==> src/design/cmrsc_regs.svh <==
// Register offsets, field positions, reset values and codes of the common-mode control register.
`ifndef CMRSC_REGS_SVH
`define CMRSC_REGS_SVH
`define CMRSC_ADDR 6'h05
`define CMRSC_RESET 24'he00000
`define CMRSC_RDATA_RESET 24'h000000
`define CMRSC_SWITCH_RESET 5'h1c
`define CMRSC_COUNT_RESET 3'h3
`define CMRSC_ROUTE_RESET 6'h01
`define CMRSC_CM_SEL_HI 23
`define CMRSC_CM_SEL_LO 19
`define CMRSC_RSVD_HI 18
`define CMRSC_RSVD_LO 15
`define CMRSC_SUM_HI 14
`define CMRSC_SUM_LO 9
`define CMRSC_CE_EN_BIT 8
`define CMRSC_REFSEL_HI 7
`define CMRSC_REFSEL_LO 4
`define CMRSC_COMMON_MODE_PIN_DRIVE_BIT 3
`define CMRSC_EXT_BIT 2
`define CMRSC_LEG_BIT 1
`define CMRSC_SHLD_BIT 0
`define CMRSC_WMASK 24'hf87fff
`define CMRSC_REFSEL_MAX 4'h5
`define CMRSC_FIXED_LEVEL_MV 16'h0514
`endif

==> src/design/cmrsc_pkg.sv <==
// Types shared by the common-mode control register files.
package cmrsc_pkg;
  typedef enum logic [3:0] {
    CMRSC_REF_DRIVE_PIN,
    CMRSC_REF_LA,
    CMRSC_REF_LL,
    CMRSC_REF_RA,
    CMRSC_REF_V1,
    CMRSC_REF_V2,
    CMRSC_REF_NONE
  } cmrsc_ref_e;
  typedef logic [4:0] cmrsc_elec_t;
endpackage

==> src/design/cmrsc_ctrl.sv <==
// Common-mode, reference and shield drive control register with its decoded switch controls.
`timescale 1ns/1ps
`include "cmrsc_regs.svh"

module cmrsc_ctrl
  import cmrsc_pkg::*;
(
  input wire logic MCLK,
  input wire logic NRST,
  input wire logic [5:0] REG_ADDR,
  input wire logic REG_WR,
  input wire logic [23:0] REG_WDATA,
  output logic [23:0] REG_RDATA,
  output logic REG_HIT,
  output logic [4:0] CM_SWITCH,
  output logic [2:0] CM_COUNT,
  output logic CM_FROM_FIXED,
  output logic CM_FROM_EXTERNAL,
  output logic CM_PIN_DRIVE,
  output logic [5:0] DRIVE_SUM_SWITCH,
  output logic COMMON_ELECTRODE_REF_ENABLE,
  output logic [5:0] REF_DRIVE_ROUTE,
  output logic LEG_DRIVE_ENABLE,
  output logic SHIELD_DRIVE_ENABLE
);

  ////////////////////////////////////////////////////////////////////////////
  logic [23:0] ctl_r;
  logic [23:0] ctl_nxt;
  logic [2:0] sel_count;
  logic ext_cm;
  cmrsc_elec_t cm_sel;
  logic [3:0] ref_sel;
  logic [4:0] cm_switch_nxt;
  logic [2:0] cm_count_nxt;
  logic cm_fixed_nxt;
  logic cm_pin_nxt;
  logic [5:0] sum_sel;
  logic ce_ref_bit;
  logic leg_bit;
  logic shld_bit;
  cmrsc_ref_e ref_code;
  logic [5:0] route_nxt;

  assign REG_HIT = (REG_ADDR == `CMRSC_ADDR);

  assign ctl_nxt = REG_WDATA & `CMRSC_WMASK;

  always_ff @(posedge MCLK or negedge NRST) begin
    if (!NRST) begin
      ctl_r <= `CMRSC_RESET;
    end else if (REG_WR && REG_HIT) begin
      ctl_r <= ctl_nxt;
    end
  end

  // Read data is a flop so the serial shifter sees a stable word.
  always_ff @(posedge MCLK or negedge NRST) begin
    if (!NRST) begin
      REG_RDATA <= `CMRSC_RDATA_RESET;
    end else if (REG_HIT) begin
      REG_RDATA <= ctl_r;
    end else begin
      REG_RDATA <= 24'h000000;
    end
  end

  ////////////////////////////////////////////////////////////////////////////
  assign ext_cm = ctl_r[`CMRSC_EXT_BIT];
  assign cm_sel = ctl_r[`CMRSC_CM_SEL_HI:`CMRSC_CM_SEL_LO];
  assign ref_sel = ctl_r[`CMRSC_REFSEL_HI:`CMRSC_REFSEL_LO];
  assign sum_sel = ctl_r[`CMRSC_SUM_HI:`CMRSC_SUM_LO];
  assign ce_ref_bit = ctl_r[`CMRSC_CE_EN_BIT];
  assign leg_bit = ctl_r[`CMRSC_LEG_BIT];
  assign shld_bit = ctl_r[`CMRSC_SHLD_BIT];

  cmrsc_count u_count (
    .sel(cm_sel),
    .count(sel_count)
  );

  always_comb begin
    if (ext_cm) begin
      cm_switch_nxt = 5'h00;
      cm_count_nxt = 3'h0;
    end else begin
      cm_switch_nxt = cm_sel;
      cm_count_nxt = sel_count;
    end
  end

  assign cm_fixed_nxt = !ext_cm && (cm_sel == 5'h00);

  assign cm_pin_nxt = ctl_r[`CMRSC_COMMON_MODE_PIN_DRIVE_BIT] && !ext_cm;

  ////////////////////////////////////////////////////////////////////////////
  always_ff @(posedge MCLK or negedge NRST) begin
    if (!NRST) begin
      CM_SWITCH <= `CMRSC_SWITCH_RESET;
    end else begin
      CM_SWITCH <= cm_switch_nxt;
    end
  end

  // A zero divisor only occurs while the fixed or external level is in use, so the averager idles.
  always_ff @(posedge MCLK or negedge NRST) begin
    if (!NRST) begin
      CM_COUNT <= `CMRSC_COUNT_RESET;
    end else begin
      CM_COUNT <= cm_count_nxt;
    end
  end

  always_ff @(posedge MCLK or negedge NRST) begin
    if (!NRST) begin
      CM_FROM_EXTERNAL <= 1'b0;
    end else begin
      CM_FROM_EXTERNAL <= ext_cm;
    end
  end

  always_ff @(posedge MCLK or negedge NRST) begin
    if (!NRST) begin
      CM_FROM_FIXED <= 1'b0;
    end else begin
      CM_FROM_FIXED <= cm_fixed_nxt;
    end
  end

  always_ff @(posedge MCLK or negedge NRST) begin
    if (!NRST) begin
      CM_PIN_DRIVE <= 1'b0;
    end else begin
      CM_PIN_DRIVE <= cm_pin_nxt;
    end
  end

  ////////////////////////////////////////////////////////////////////////////
  // summing switches
  always_ff @(posedge MCLK or negedge NRST) begin
    if (!NRST) begin
      DRIVE_SUM_SWITCH <= 6'h00;
    end else begin
      DRIVE_SUM_SWITCH <= sum_sel;
    end
  end

  always_ff @(posedge MCLK or negedge NRST) begin
    if (!NRST) begin
      COMMON_ELECTRODE_REF_ENABLE <= 1'b0;
    end else begin
      COMMON_ELECTRODE_REF_ENABLE <= ce_ref_bit;
    end
  end

  always_ff @(posedge MCLK or negedge NRST) begin
    if (!NRST) begin
      LEG_DRIVE_ENABLE <= 1'b0;
    end else begin
      LEG_DRIVE_ENABLE <= leg_bit;
    end
  end

  always_ff @(posedge MCLK or negedge NRST) begin
    if (!NRST) begin
      SHIELD_DRIVE_ENABLE <= 1'b0;
    end else begin
      SHIELD_DRIVE_ENABLE <= shld_bit;
    end
  end

  always_comb begin
    if (ref_sel > `CMRSC_REFSEL_MAX) begin
      ref_code = CMRSC_REF_NONE;
    end else begin
      ref_code = cmrsc_ref_e'(ref_sel);
    end
  end

  // Reserved codes route nowhere rather than guess a safe electrode.
  always_comb begin
    case (ref_code)
      CMRSC_REF_DRIVE_PIN: route_nxt = 6'h01;
      CMRSC_REF_LA: route_nxt = 6'h02;
      CMRSC_REF_LL: route_nxt = 6'h04;
      CMRSC_REF_RA: route_nxt = 6'h08;
      CMRSC_REF_V1: route_nxt = 6'h10;
      CMRSC_REF_V2: route_nxt = 6'h20;
      default: route_nxt = 6'h00;
    endcase
  end

  always_ff @(posedge MCLK or negedge NRST) begin
    if (!NRST) begin
      REF_DRIVE_ROUTE <= `CMRSC_ROUTE_RESET;
    end else begin
      REF_DRIVE_ROUTE <= route_nxt;
    end
  end

endmodule

==> src/design/cmrsc_count.sv <==
// Population count of the five common-mode electrode selects.
`timescale 1ns/1ps
module cmrsc_count
  import cmrsc_pkg::*;
(
  input wire cmrsc_elec_t sel,
  output logic [2:0] count
);
  always_comb begin
    count = 3'h0;
    for (int i = 0; i < 5; i++) begin
      count = count + {2'h0, sel[i]};
    end
  end
endmodule

==> config.mk <==
export PLATFORM = sky130hd
export DESIGN_NAME = cmrsc_ctrl
export DESIGN_NICKNAME = d
export VERILOG_FILES = /design/src/design/cmrsc_pkg.sv /design/src/design/cmrsc_ctrl.sv /design/src/design/cmrsc_count.sv
export VERILOG_INCLUDE_DIRS = /design/src /design/src/design
export SDC_FILE = /design/constraint.sdc
export NUM_CORES = 1
export LEC_CHECK = 0
export BUFFER_PORTS_ARGS = -buffer_cell sky130_fd_sc_hd__buf_2
export CAP_MARGIN = 20
export CORE_MARGIN = 2
export CORE_UTILIZATION = 44
export CTS_CLUSTER_SIZE = 24
export DETAILED_ROUTE_END_ITERATION = 7
export PLACE_DENSITY = 0.75
export SYNTH_ARGS = -nofsm -noshare
export SYNTH_HDL_FRONTEND = slang
export SYNTH_HIERARCHICAL = 1
export SYNTH_SLANG_ARGS = --single-unit
==> constraint.sdc <==
create_clock -name MCLK -period 2.05 [get_ports MCLK]
set_input_delay 0.5125 -clock MCLK [delete_from_list [all_inputs] [get_ports MCLK]]
set_output_delay 0.5125 -clock MCLK [all_outputs]
set_load 0.01 [all_outputs]
Word-level counts from Yosys, hierarchy flattened:

Index checks and enable logic that the tools add are counted.

* input port bits: 33
* register bits: 70
* output and inout port bits: 51
* word-level logic and storage cells: 34

* $lt $le $gt $ge: 1
* reduce and logical (&&, ||, !) cells: 6
* equality and inequality tests: 6
* muxes and demuxes: 5
* add/sub/neg operators: 4

Operator list (count)
* 6-bit one-hot mux with 6 select lines: 1
* 24-bit 2-to-1 mux: 1
* 3-bit by 1-bit adder with 3-bit output: 3
* 4-bit by 2-bit == test with 1-bit output, second input constant: 2
* 4-bit by 3-bit == test with 1-bit output, second input constant: 2
* 6-bit by 3-bit == test with 1-bit output, second input constant: 1
* 5-bit zero test: 1
* 5-bit 2-to-1 mux: 1
* 4-bit by 1-bit == test with 1-bit output, second input constant: 1
* 4-bit by 3-bit > comparator with 1-bit output, second input constant: 1
* 4-bit zero test: 1
* 4-bit 2-to-1 mux: 1
* 1-bit logical AND: 3
* 3-bit 2-to-1 mux: 1
* 1-bit by 1-bit adder with 2-bit output: 1
* 1-bit zero test: 1

Logic depth before layout (Yosys ltp):

Gate-level depths: netlist of the first run.

* depth after elaboration: 5
* depth in mapped cells: 6
* mapped depth without buffers: 6

Hierarchy:

Netlist of the first run, hierarchy kept.

Modules (own cells, without submodules)
* cmrsc_ctrl: cells an instance 138, times used 1, area each 2306.0 um2, sequential area each 1662.8 um2
* cmrsc_count: cells an instance 8, times used 1, area each 71.3 um2, sequential area each 0.0 um2

Worst setup path before layout of the first run:

OpenSTA, ideal clock, no wires.

* path type: reg2reg
* start point: reg ctl_r[22]
* end point: reg CM_COUNT[1]
* buffers on the path: 0
* arrival: 1811 ps
* setup slack: 150 ps
* cell stages (with the launch flop): 7
* period minus slack after synthesis: 1900 ps
* data required time: 1962 ps
* path through: dfstp_2 -> inv_1 -> fa_1 -> inv_1 -> fa_1 -> ha_1 -> nor2b_1

* cells in the longest elaborated chain, start to end: 3

Ends and longest elaborated chain
* from (decl): line cmrsc_ctrl.sv:28 `logic [23:0] ctl_r;`
* from (signal assigned): line cmrsc_ctrl.sv:51 `` ctl_r <= `CMRSC_RESET; ``
* from (signal assigned): line cmrsc_ctrl.sv:53 `ctl_r <= ctl_nxt;`
* 3-bit by 1-bit adder with 3-bit output (2 in series): line cmrsc_count.sv:12 `count = count + {2'h0, sel[i]};`
* net sel_count[1]: line cmrsc_ctrl.sv:30 `logic [2:0] sel_count;`
* 3-bit 2-to-1 mux: line cmrsc_ctrl.sv:83 `if (ext_cm) begin`
* net cm_count_nxt[1]: line cmrsc_ctrl.sv:35 `logic [2:0] cm_count_nxt;`
* to (signal assigned): line cmrsc_ctrl.sv:108 `` CM_COUNT <= `CMRSC_COUNT_RESET; ``
* to (signal assigned): line cmrsc_ctrl.sv:110 `CM_COUNT <= cm_count_nxt;`
* to (decl): line cmrsc_ctrl.sv:16 `output logic [2:0] CM_COUNT,`

The timed path passes the listed nets, and every way through them passes these cells.
A chain may end at the register's enable or synchronous reset.

Worst setup path after layout of the first run:

Ends and elaborated chain as after synthesis.

==> flow_metrics.env, run 1 <==
export IMPL_status="complete, no violations"
export IMPL_synth_avg_cell_area_um2=16.3
export IMPL_layout_drive_gt1_share_pct=53.0
export IMPL_period_share_pct=94.5
export IMPL_grt_usage_pct=15.2
export IMPL_syn_area_um2=2380
export IMPL_finalPower_mw=2.97
export IMPL_rows=26
export IMPL_peakVddDrop_v=0.000436
export IMPL_vias_per_cell=4.30
export IMPL_skew_ns=0.00242
export IMPL_clkPwrFrac_pct=36.0
export IMPL_fill_cells=422
export IMPL_max_freq_mhz=516
export IMPL_power_density_nw_per_um2=971
export IMPL_clk_latency_ns=0.33
export IMPL_max_cap_violations=0
export IMPL_cts_tree="done"
export IMPL_drv_slew=0
export IMPL_htree_levels=3
export IMPL_core_area_um2=5170
export IMPL_crit_path_start_kind="register"
export IMPL_antenna_left=0
export IMPL_p_int_mw=2.28
export IMPL_hp_class="in2async"
export IMPL_die_area_um2=6010
export IMPL_period_minus_slack_ns=1.94
export IMPL_swShare_pct=23.0
export IMPL_r2r_cells=6
export IMPL_portBuffers=75
export IMPL_clk_pin_slew_worst_paths_ns=0.06
export IMPL_p_switching_mw=0.683
export IMPL_place_gp_congestion=0.768
export IMPL_fin_util_pct=59.1
export IMPL_cts_hold_buf=0
export IMPL_finalWorstSetupSlack_ns=0.112
export IMPL_grt_pass1_wl_um=6660
export IMPL_power_leakage_nw=1.73
export IMPL_io_pins=84
export IMPL_drcViolationCount=0
export IMPL_reg2reg_from="ctl_r[22]$_DFFE_PN1P_"
export IMPL_tns_ns=0
export IMPL_ys_seq_area_share_pct=69.9
export IMPL_startpoint="ctl_r[22]$_DFFE_PN1P_"
export IMPL_cts_path_max_buffers=2
export IMPL_worstPathMaxFanout=2
export IMPL_combPwrFrac_pct=12.0
export IMPL_crit_arrival_ns=2.19
export IMPL_num_nets_final=267
export IMPL_ys_ff_latch=66
export IMPL_cts_sinks=66
export IMPL_hpwl_um=2690
export IMPL_final_hold_viol_count=0
export IMPL_cp_end_kind="register"
export IMPL_finalSetupViolations=0
export IMPL_die_w_um=77.5
export IMPL_antenna_found_initial=0
export IMPL_cts_root_buf="clkbuf_8"
export IMPL_dr_pass1_iters=4
export IMPL_diodes=0
export IMPL_required_ns=2.30
export IMPL_grt_max_degree=67
export IMPL_dp_slack_ns=0.0379
export IMPL_synth_distinct_cells=21
export IMPL_drt_initial_drc_count=32
export IMPL_critPathKind="reg2reg"
export IMPL_via_count=1317
export IMPL_wire_per_inst_um=13.2
export IMPL_cts_buffers=9
export IMPL_rsz0062_at_grt="false"
export IMPL_synth_warnings=6
export IMPL_grt_pass1_vias=1339
export IMPL_area_delta_synth_final_pct=28.5
export IMPL_synth_cells=146
export IMPL_drt_total_wl_um=4030
export IMPL_overflow=0
export IMPL_p_seq_share_pct=51.9
export IMPL_die_height_um=77.5
export IMPL_initial_core_util_pct=46.0
==> cell type report <==
class                      instances  area [µm²]  share of cell area (%)
sequential                        66        1660                    54.4
clock inverter                     2        35.0                    1.15
multi-input combinational         69         651                    21.3
clock buffer                      14         163                    5.32
inverter                           5        18.8                   0.614
timing repair buffer              80         438                    14.3
tap                               70        87.6                    2.87
==> layout by cell type, fill, tap and decap left out, drive strengths merged <==
cell type	n
bufinv	1
inv	5
buf	80
nand4bb	1
clkbuf	14
ha	1
nor2	1
nor4b	1
dfrtp	57
and2	20
nor4bb	1
nor3	4
nor4	1
mux2	20
nor2b	9
or4b	1
fa	2
nand2b	2
conb	4
clkinv	1
or4	1
dfstp	9
==> repair_timing <==
action / CTS / global route
buffers inserted: 0 / 1
resized for setup: 0 / 1
endpoints found under the setup margin: 0 / 1
==> power groups by stage <==
stage,Clock [mW],Sequential (mW),Combinational [mW]
final,1.07,1.54,0.357
after global routing,1.17,1.56,0.398
after CTS,1.10,1.54,0.360
after detailed placement,0,1.56,0.358
after global placement,0,1.56,0.351
after floorplan,0,1.59,0.161
==> critical path: stages, from the launching register on <==
cell	delay [ns]
dfstp_2	0.53
inv_1	0.04
fa_1	0.47
inv_1	0.05
fa_1	0.36
ha_1	0.26
nor2b_2	0.15
==> cell families after synthesis <==
family                     synth area share, %
buffers and inverters                     3.47
DFF                                       69.9
and+or+nand+nor                           11.6
muxes                                     12.6
adders and majority gates                 2.21
other                                    0.158
==> through the flow <==
step / hold slack, ns / cells / cell area (µm²)
2_1_floorplan: 0.217 / 149 / 2390
3_3_place_gp: 0.373 / 289 / 2850
3_5_place_dp: 0.382 / 289 / 2850
4_1_cts: 0.189 / 305 / 3050
5_1_grt: 0.211 / 306 / 3060
6_report: 0.188 / 306 / 3060
==> path summary, 6_finish.rpt <==
| kind | endpoint | slack (ns) |
|---|---|---|
| setup / recovery | CM_COUNT[1]$_DFF_PN1_ | 0.11 |
| hold / removal | ctl_r[8]$_DFFE_PN0P_ | 0.19 |
| setup reg to reg | CM_COUNT[1]$_DFF_PN1_ | 0.11 |
| hold reg to reg | DRIVE_SUM_SWITCH[4]$_DFF_PN0_ | 0.40 |
| max in group asynchronous | CM_COUNT[1]$_DFF_PN1_ | 1.56 |
| min in group MCLK | DRIVE_SUM_SWITCH[4]$_DFF_PN0_ | 0.40 |
==> registers in the layout, summed over array words and instances, names as in the netlist <==
signal and cells:
SHIELD_DRIVE_ENABLE 1, CM_FROM_FIXED 1, CM_SWITCH 5, CM_COUNT 3, LEG_DRIVE_ENABLE 1, CM_PIN_DRIVE 1
DRIVE_SUM_SWITCH 6, COMMON_ELECTRODE_REF_ENABLE 1, REG_RDATA 20, CM_FROM_EXTERNAL 1, ctl_r 20, REF_DRIVE_ROUTE 6
==> per-layer routing <==
layer | vias to the layer above | GRT usage (%) | routed length (µm)
li1 | 632 | - | -
met1 | 623 | 19.0 | 1750
met2 | 50 | 22.7 | 1920
met3 | 12 | 5.70 | 240
met4 | 0 | 8.57 | 116
met5 | - | 0 | 0
==> synthesized netlist by cell type <==
cell | number | share of area (%)
and2_1 | 20 | 5.3
buf_4 | 4 | 1.3
buf_6 | 2 | 0.95
clkbuf_1 | 3 | 0.47
conb_1 | 1 | 0.16
dfrtp_1 | 57 | 60
dfstp_2 | 9 | 9.9
fa_1 | 2 | 1.7
ha_1 | 1 | 0.53
inv_1 | 5 | 0.79
mux2_4 | 20 | 13
nand2b_1 | 2 | 0.53
nand4bb_1 | 1 | 0.47
nor2_1 | 1 | 0.16
nor2b_1 | 9 | 2.4
nor3_1 | 4 | 0.84
nor4_1 | 1 | 0.26
nor4b_1 | 1 | 0.37
nor4bb_1 | 1 | 0.42
or4_1 | 1 | 0.32
or4b_4 | 1 | 0.58
Power figures use the tool's default switching activity.
==> run 2: changes to the inputs <==
--- a/config.mk
+++ b/config.mk
@@ -15,5 +15,4 @@
 export PLACE_DENSITY = 0.75
 export SYNTH_ARGS = -nofsm -noshare
 export SYNTH_HDL_FRONTEND = slang
-export SYNTH_HIERARCHICAL = 1
 export SYNTH_SLANG_ARGS = --single-unit
==> run 2 against run 1 <==
The run now ends with setup timing left. Synthesized cell count rose by 2.1%. Clock skew rose by 0.0063 ns. Sequential share of layout area fell by 1.3 points. Critical path type unchanged. Highest routed layer unchanged.
==> flow_metrics.env, run 2 <==
export IMPL_grt_max_degree=67
export IMPL_via_count=1423
export IMPL_overflow=0
export IMPL_max_cap_violations=0
export IMPL_hpwl_um=2930
export IMPL_violations="setup timing"
export IMPL_fin_area_um2=3130
export IMPL_multi_input_area_um2=684
export IMPL_critPathKind="reg2reg"
export IMPL_clk_pin_slew_worst_paths_ns=0.07
export IMPL_portBuffers=75
export IMPL_die_height_um=78.0
export IMPL_die_area_um2=6090
export IMPL_dpl_cell_area_um2=2940
export IMPL_drt_total_wl_um=4300
export IMPL_reg_largest_list="REG_RDATA (20), ctl_r (20)"
export IMPL_drcViolationCount=0
export IMPL_cts_path_max_buffers=2
export IMPL_num_nets_final=279
export IMPL_area_delta_synth_final_pct=29.9
export IMPL_final_common_cell="buf_2"
export IMPL_drt_initial_drc_count=50
export IMPL_cts_setup_buffers=0
export IMPL_status="complete, but fails checks"
export IMPL_cts_buffers=9
export IMPL_tns_ns=-0.00571
export IMPL_finalNonFillerCells=316
export IMPL_crit_arrival_ns=2.30
export IMPL_core_area_um2=5200
export IMPL_worstPathMaxFanout=2
export IMPL_async_reset_ff_share_pct=100
export IMPL_synth_avg_cell_area_um2=16.2
export IMPL_place_gp_congestion=0.782
export IMPL_finalPower_mw=2.98
export IMPL_ys_ff_latch=66
export IMPL_clk_latency_ns=0.33
export IMPL_rows=26
export IMPL_synthMostInstantiatedCell="dfrtp_1"
export IMPL_finalWorstSetupSlack_ns=-0.00571
export IMPL_period_minus_slack_ns=2.06
export IMPL_synth_cells=149
export IMPL_layout_drive_gt1_share_pct=54.9
export IMPL_ys_flop_type="dfrtp_1"
export IMPL_cts_tree="done"
export IMPL_antenna_left=0
export IMPL_power_density_nw_per_um2=950
export IMPL_required_ns=2.29
export IMPL_layout_cells_most_common_list="75 x buf_2, 57 x dfrtp_1, 20 x mux2_4"
export IMPL_grt_pass1_wl_um=7070
export IMPL_synth_distinct_cells=20
export IMPL_rsz0062_at_grt="true"
export IMPL_cp_end_kind="register"
export IMPL_yosysTopAreaCellShare_pct=59.1
export IMPL_io_pins=84
export IMPL_crit_path_start_kind="register"
export IMPL_cts_hold_buf=0
export IMPL_period_share_pct=100
export IMPL_dr_pass1_iters=4
export IMPL_hp_class="in2async"
export IMPL_skew_ns=0.00873
export IMPL_drv_slew=0
export IMPL_cp_slowest_stage_delay_ns=0.48
export IMPL_cp_cell_sequence="inv_2 > ha_1 > inv_1 > fa_1 > inv_1 > ha_2 > fa_1 > nor2b_2"
export IMPL_die_w_um=78.0
export IMPL_fill_cells=422
export IMPL_synth_edf_count=0
export IMPL_max_freq_mhz=486
export IMPL_peakVddDrop_v=0.000427
export IMPL_critPathSlowestCell="fa_1"
export IMPL_grt_usage_pct=15.8
export IMPL_ys_seq_area_share_pct=68.9
export IMPL_power_leakage_nw=1.76
export IMPL_place_inst=300
export IMPL_grt_pass1_vias=1438
export IMPL_antenna_found_initial=0
export IMPL_finalSetupViolations=1
export IMPL_fin_util_pct=60.2
export IMPL_syn_area_um2=2410
export IMPL_synth_common_cells="57 x dfrtp_1, 20 x mux2_4, 16 x and2_1"
export IMPL_seqCellArea_um2=1660
export IMPL_wire_per_inst_um=13.6
export IMPL_htree_levels=3
export IMPL_synth_top_cell_by_area="dfrtp_1"
export IMPL_diodes=0
export IMPL_cts_sinks=66
export IMPL_cts_root_buf="clkbuf_8"
export IMPL_synth_area_leaders="dfrtp_1 59%, mux2_4 12%, dfstp_2 9.8%"
export IMPL_synth_warnings=0
export IMPL_initial_core_util_pct=46.3
export IMPL_vias_per_cell=4.50
export IMPL_final_hold_viol_count=0
## run 2: changes by cell type after synthesis, moves of 2 or more
cell and delta:
and2_1 -4, ha_1 +2, inv_1 +2, nor2_1 +4, nor2b_1 -4, nor4_1 +5
## run 2: path summary, 6_finish.rpt
check / slack, ns / to / startpoint / depth (start not counted)
max: -0.006 / CM_COUNT[1]$_DFF_PN1_ / ctl_r[19]$_DFFE_PN0P_ / 8
min: 0.18 / CM_SWITCH[0]$_DFF_PN0_ / NRST / 2
max reg2reg: -0.006 / CM_COUNT[1]$_DFF_PN1_ / ctl_r[19]$_DFFE_PN0P_ / 8
min reg2reg: 0.38 / COMMON_ELECTRODE_REF_ENABLE$_DFF_PN0_ / ctl_r[8]$_DFFE_PN0P_ / 0
max in group asynchronous: 1.55 / REF_DRIVE_ROUTE[0]$_DFF_PN1_ / NRST / 2
min in group MCLK: 0.38 / COMMON_ELECTRODE_REF_ENABLE$_DFF_PN0_ / ctl_r[8]$_DFFE_PN0P_ / 0
## run 2: layer usage
layer / GRT usage (%) / wire [µm]
met1: 19.5 / 1700
met3: 3.79 / 234
met5: 0 / 0
met2: 25.5 / 2260
met4: 9.47 / 104
## run 2: power breakdown
group          switching [mW]  total [mW]  internal [mW]
Clock                   0.445        1.04          0.592
Sequential             0.0751        1.53           1.46
Combinational           0.188       0.406          0.218
Total                   0.707        2.98           2.27
## run 2: cell families after synthesis
kind of cell | share of synthesized area, %
adder cells (fa/ha/maj) | 3.22
buffers and inverters | 3.58
flip-flops | 68.9
multiplexers | 12.4
other | 0.155
AND/OR/NAND/NOR | 11.7
## run 2: timing repair
| action | 4_1_cts | 5_1_grt |
|---|---|---|
| resized for setup | 3 | 1 |
| endpoints found under the setup margin | 2 | 2 |
| pin swaps | 0 | 0 |
## run 2: layout make-up
type | count | area share, %
clock buffers | 13 | 4.75
clock inverters | 3 | 1.28
inverters | 7 | 0.839
multi-input cells | 71 | 21.8
flip-flops and latches | 66 | 53.1
well taps | 70 | 2.80
repair buffers | 86 | 15.4
## run 2: stage by stage
stage	setup WS [ns]	hold slack [ns]
5_1_grt	-0.0751	0.203
3_3_place_gp	0.0188	0.375
3_5_place_dp	-0.0162	0.387
4_1_cts	-0.0268	0.190
2_1_floorplan	0.0224	0.217
6_report	-0.00571	0.176
## run 2: critical path, delay by kind of cell (launching register included)
| kind | cells | cell delay [ns] |
|---|---|---|
| flops | 1 | 0.36 |
| simple gates | 1 | 0.16 |
| fa+ha+maj | 4 | 1.32 |
| buf+inv | 3 | 0.13 |
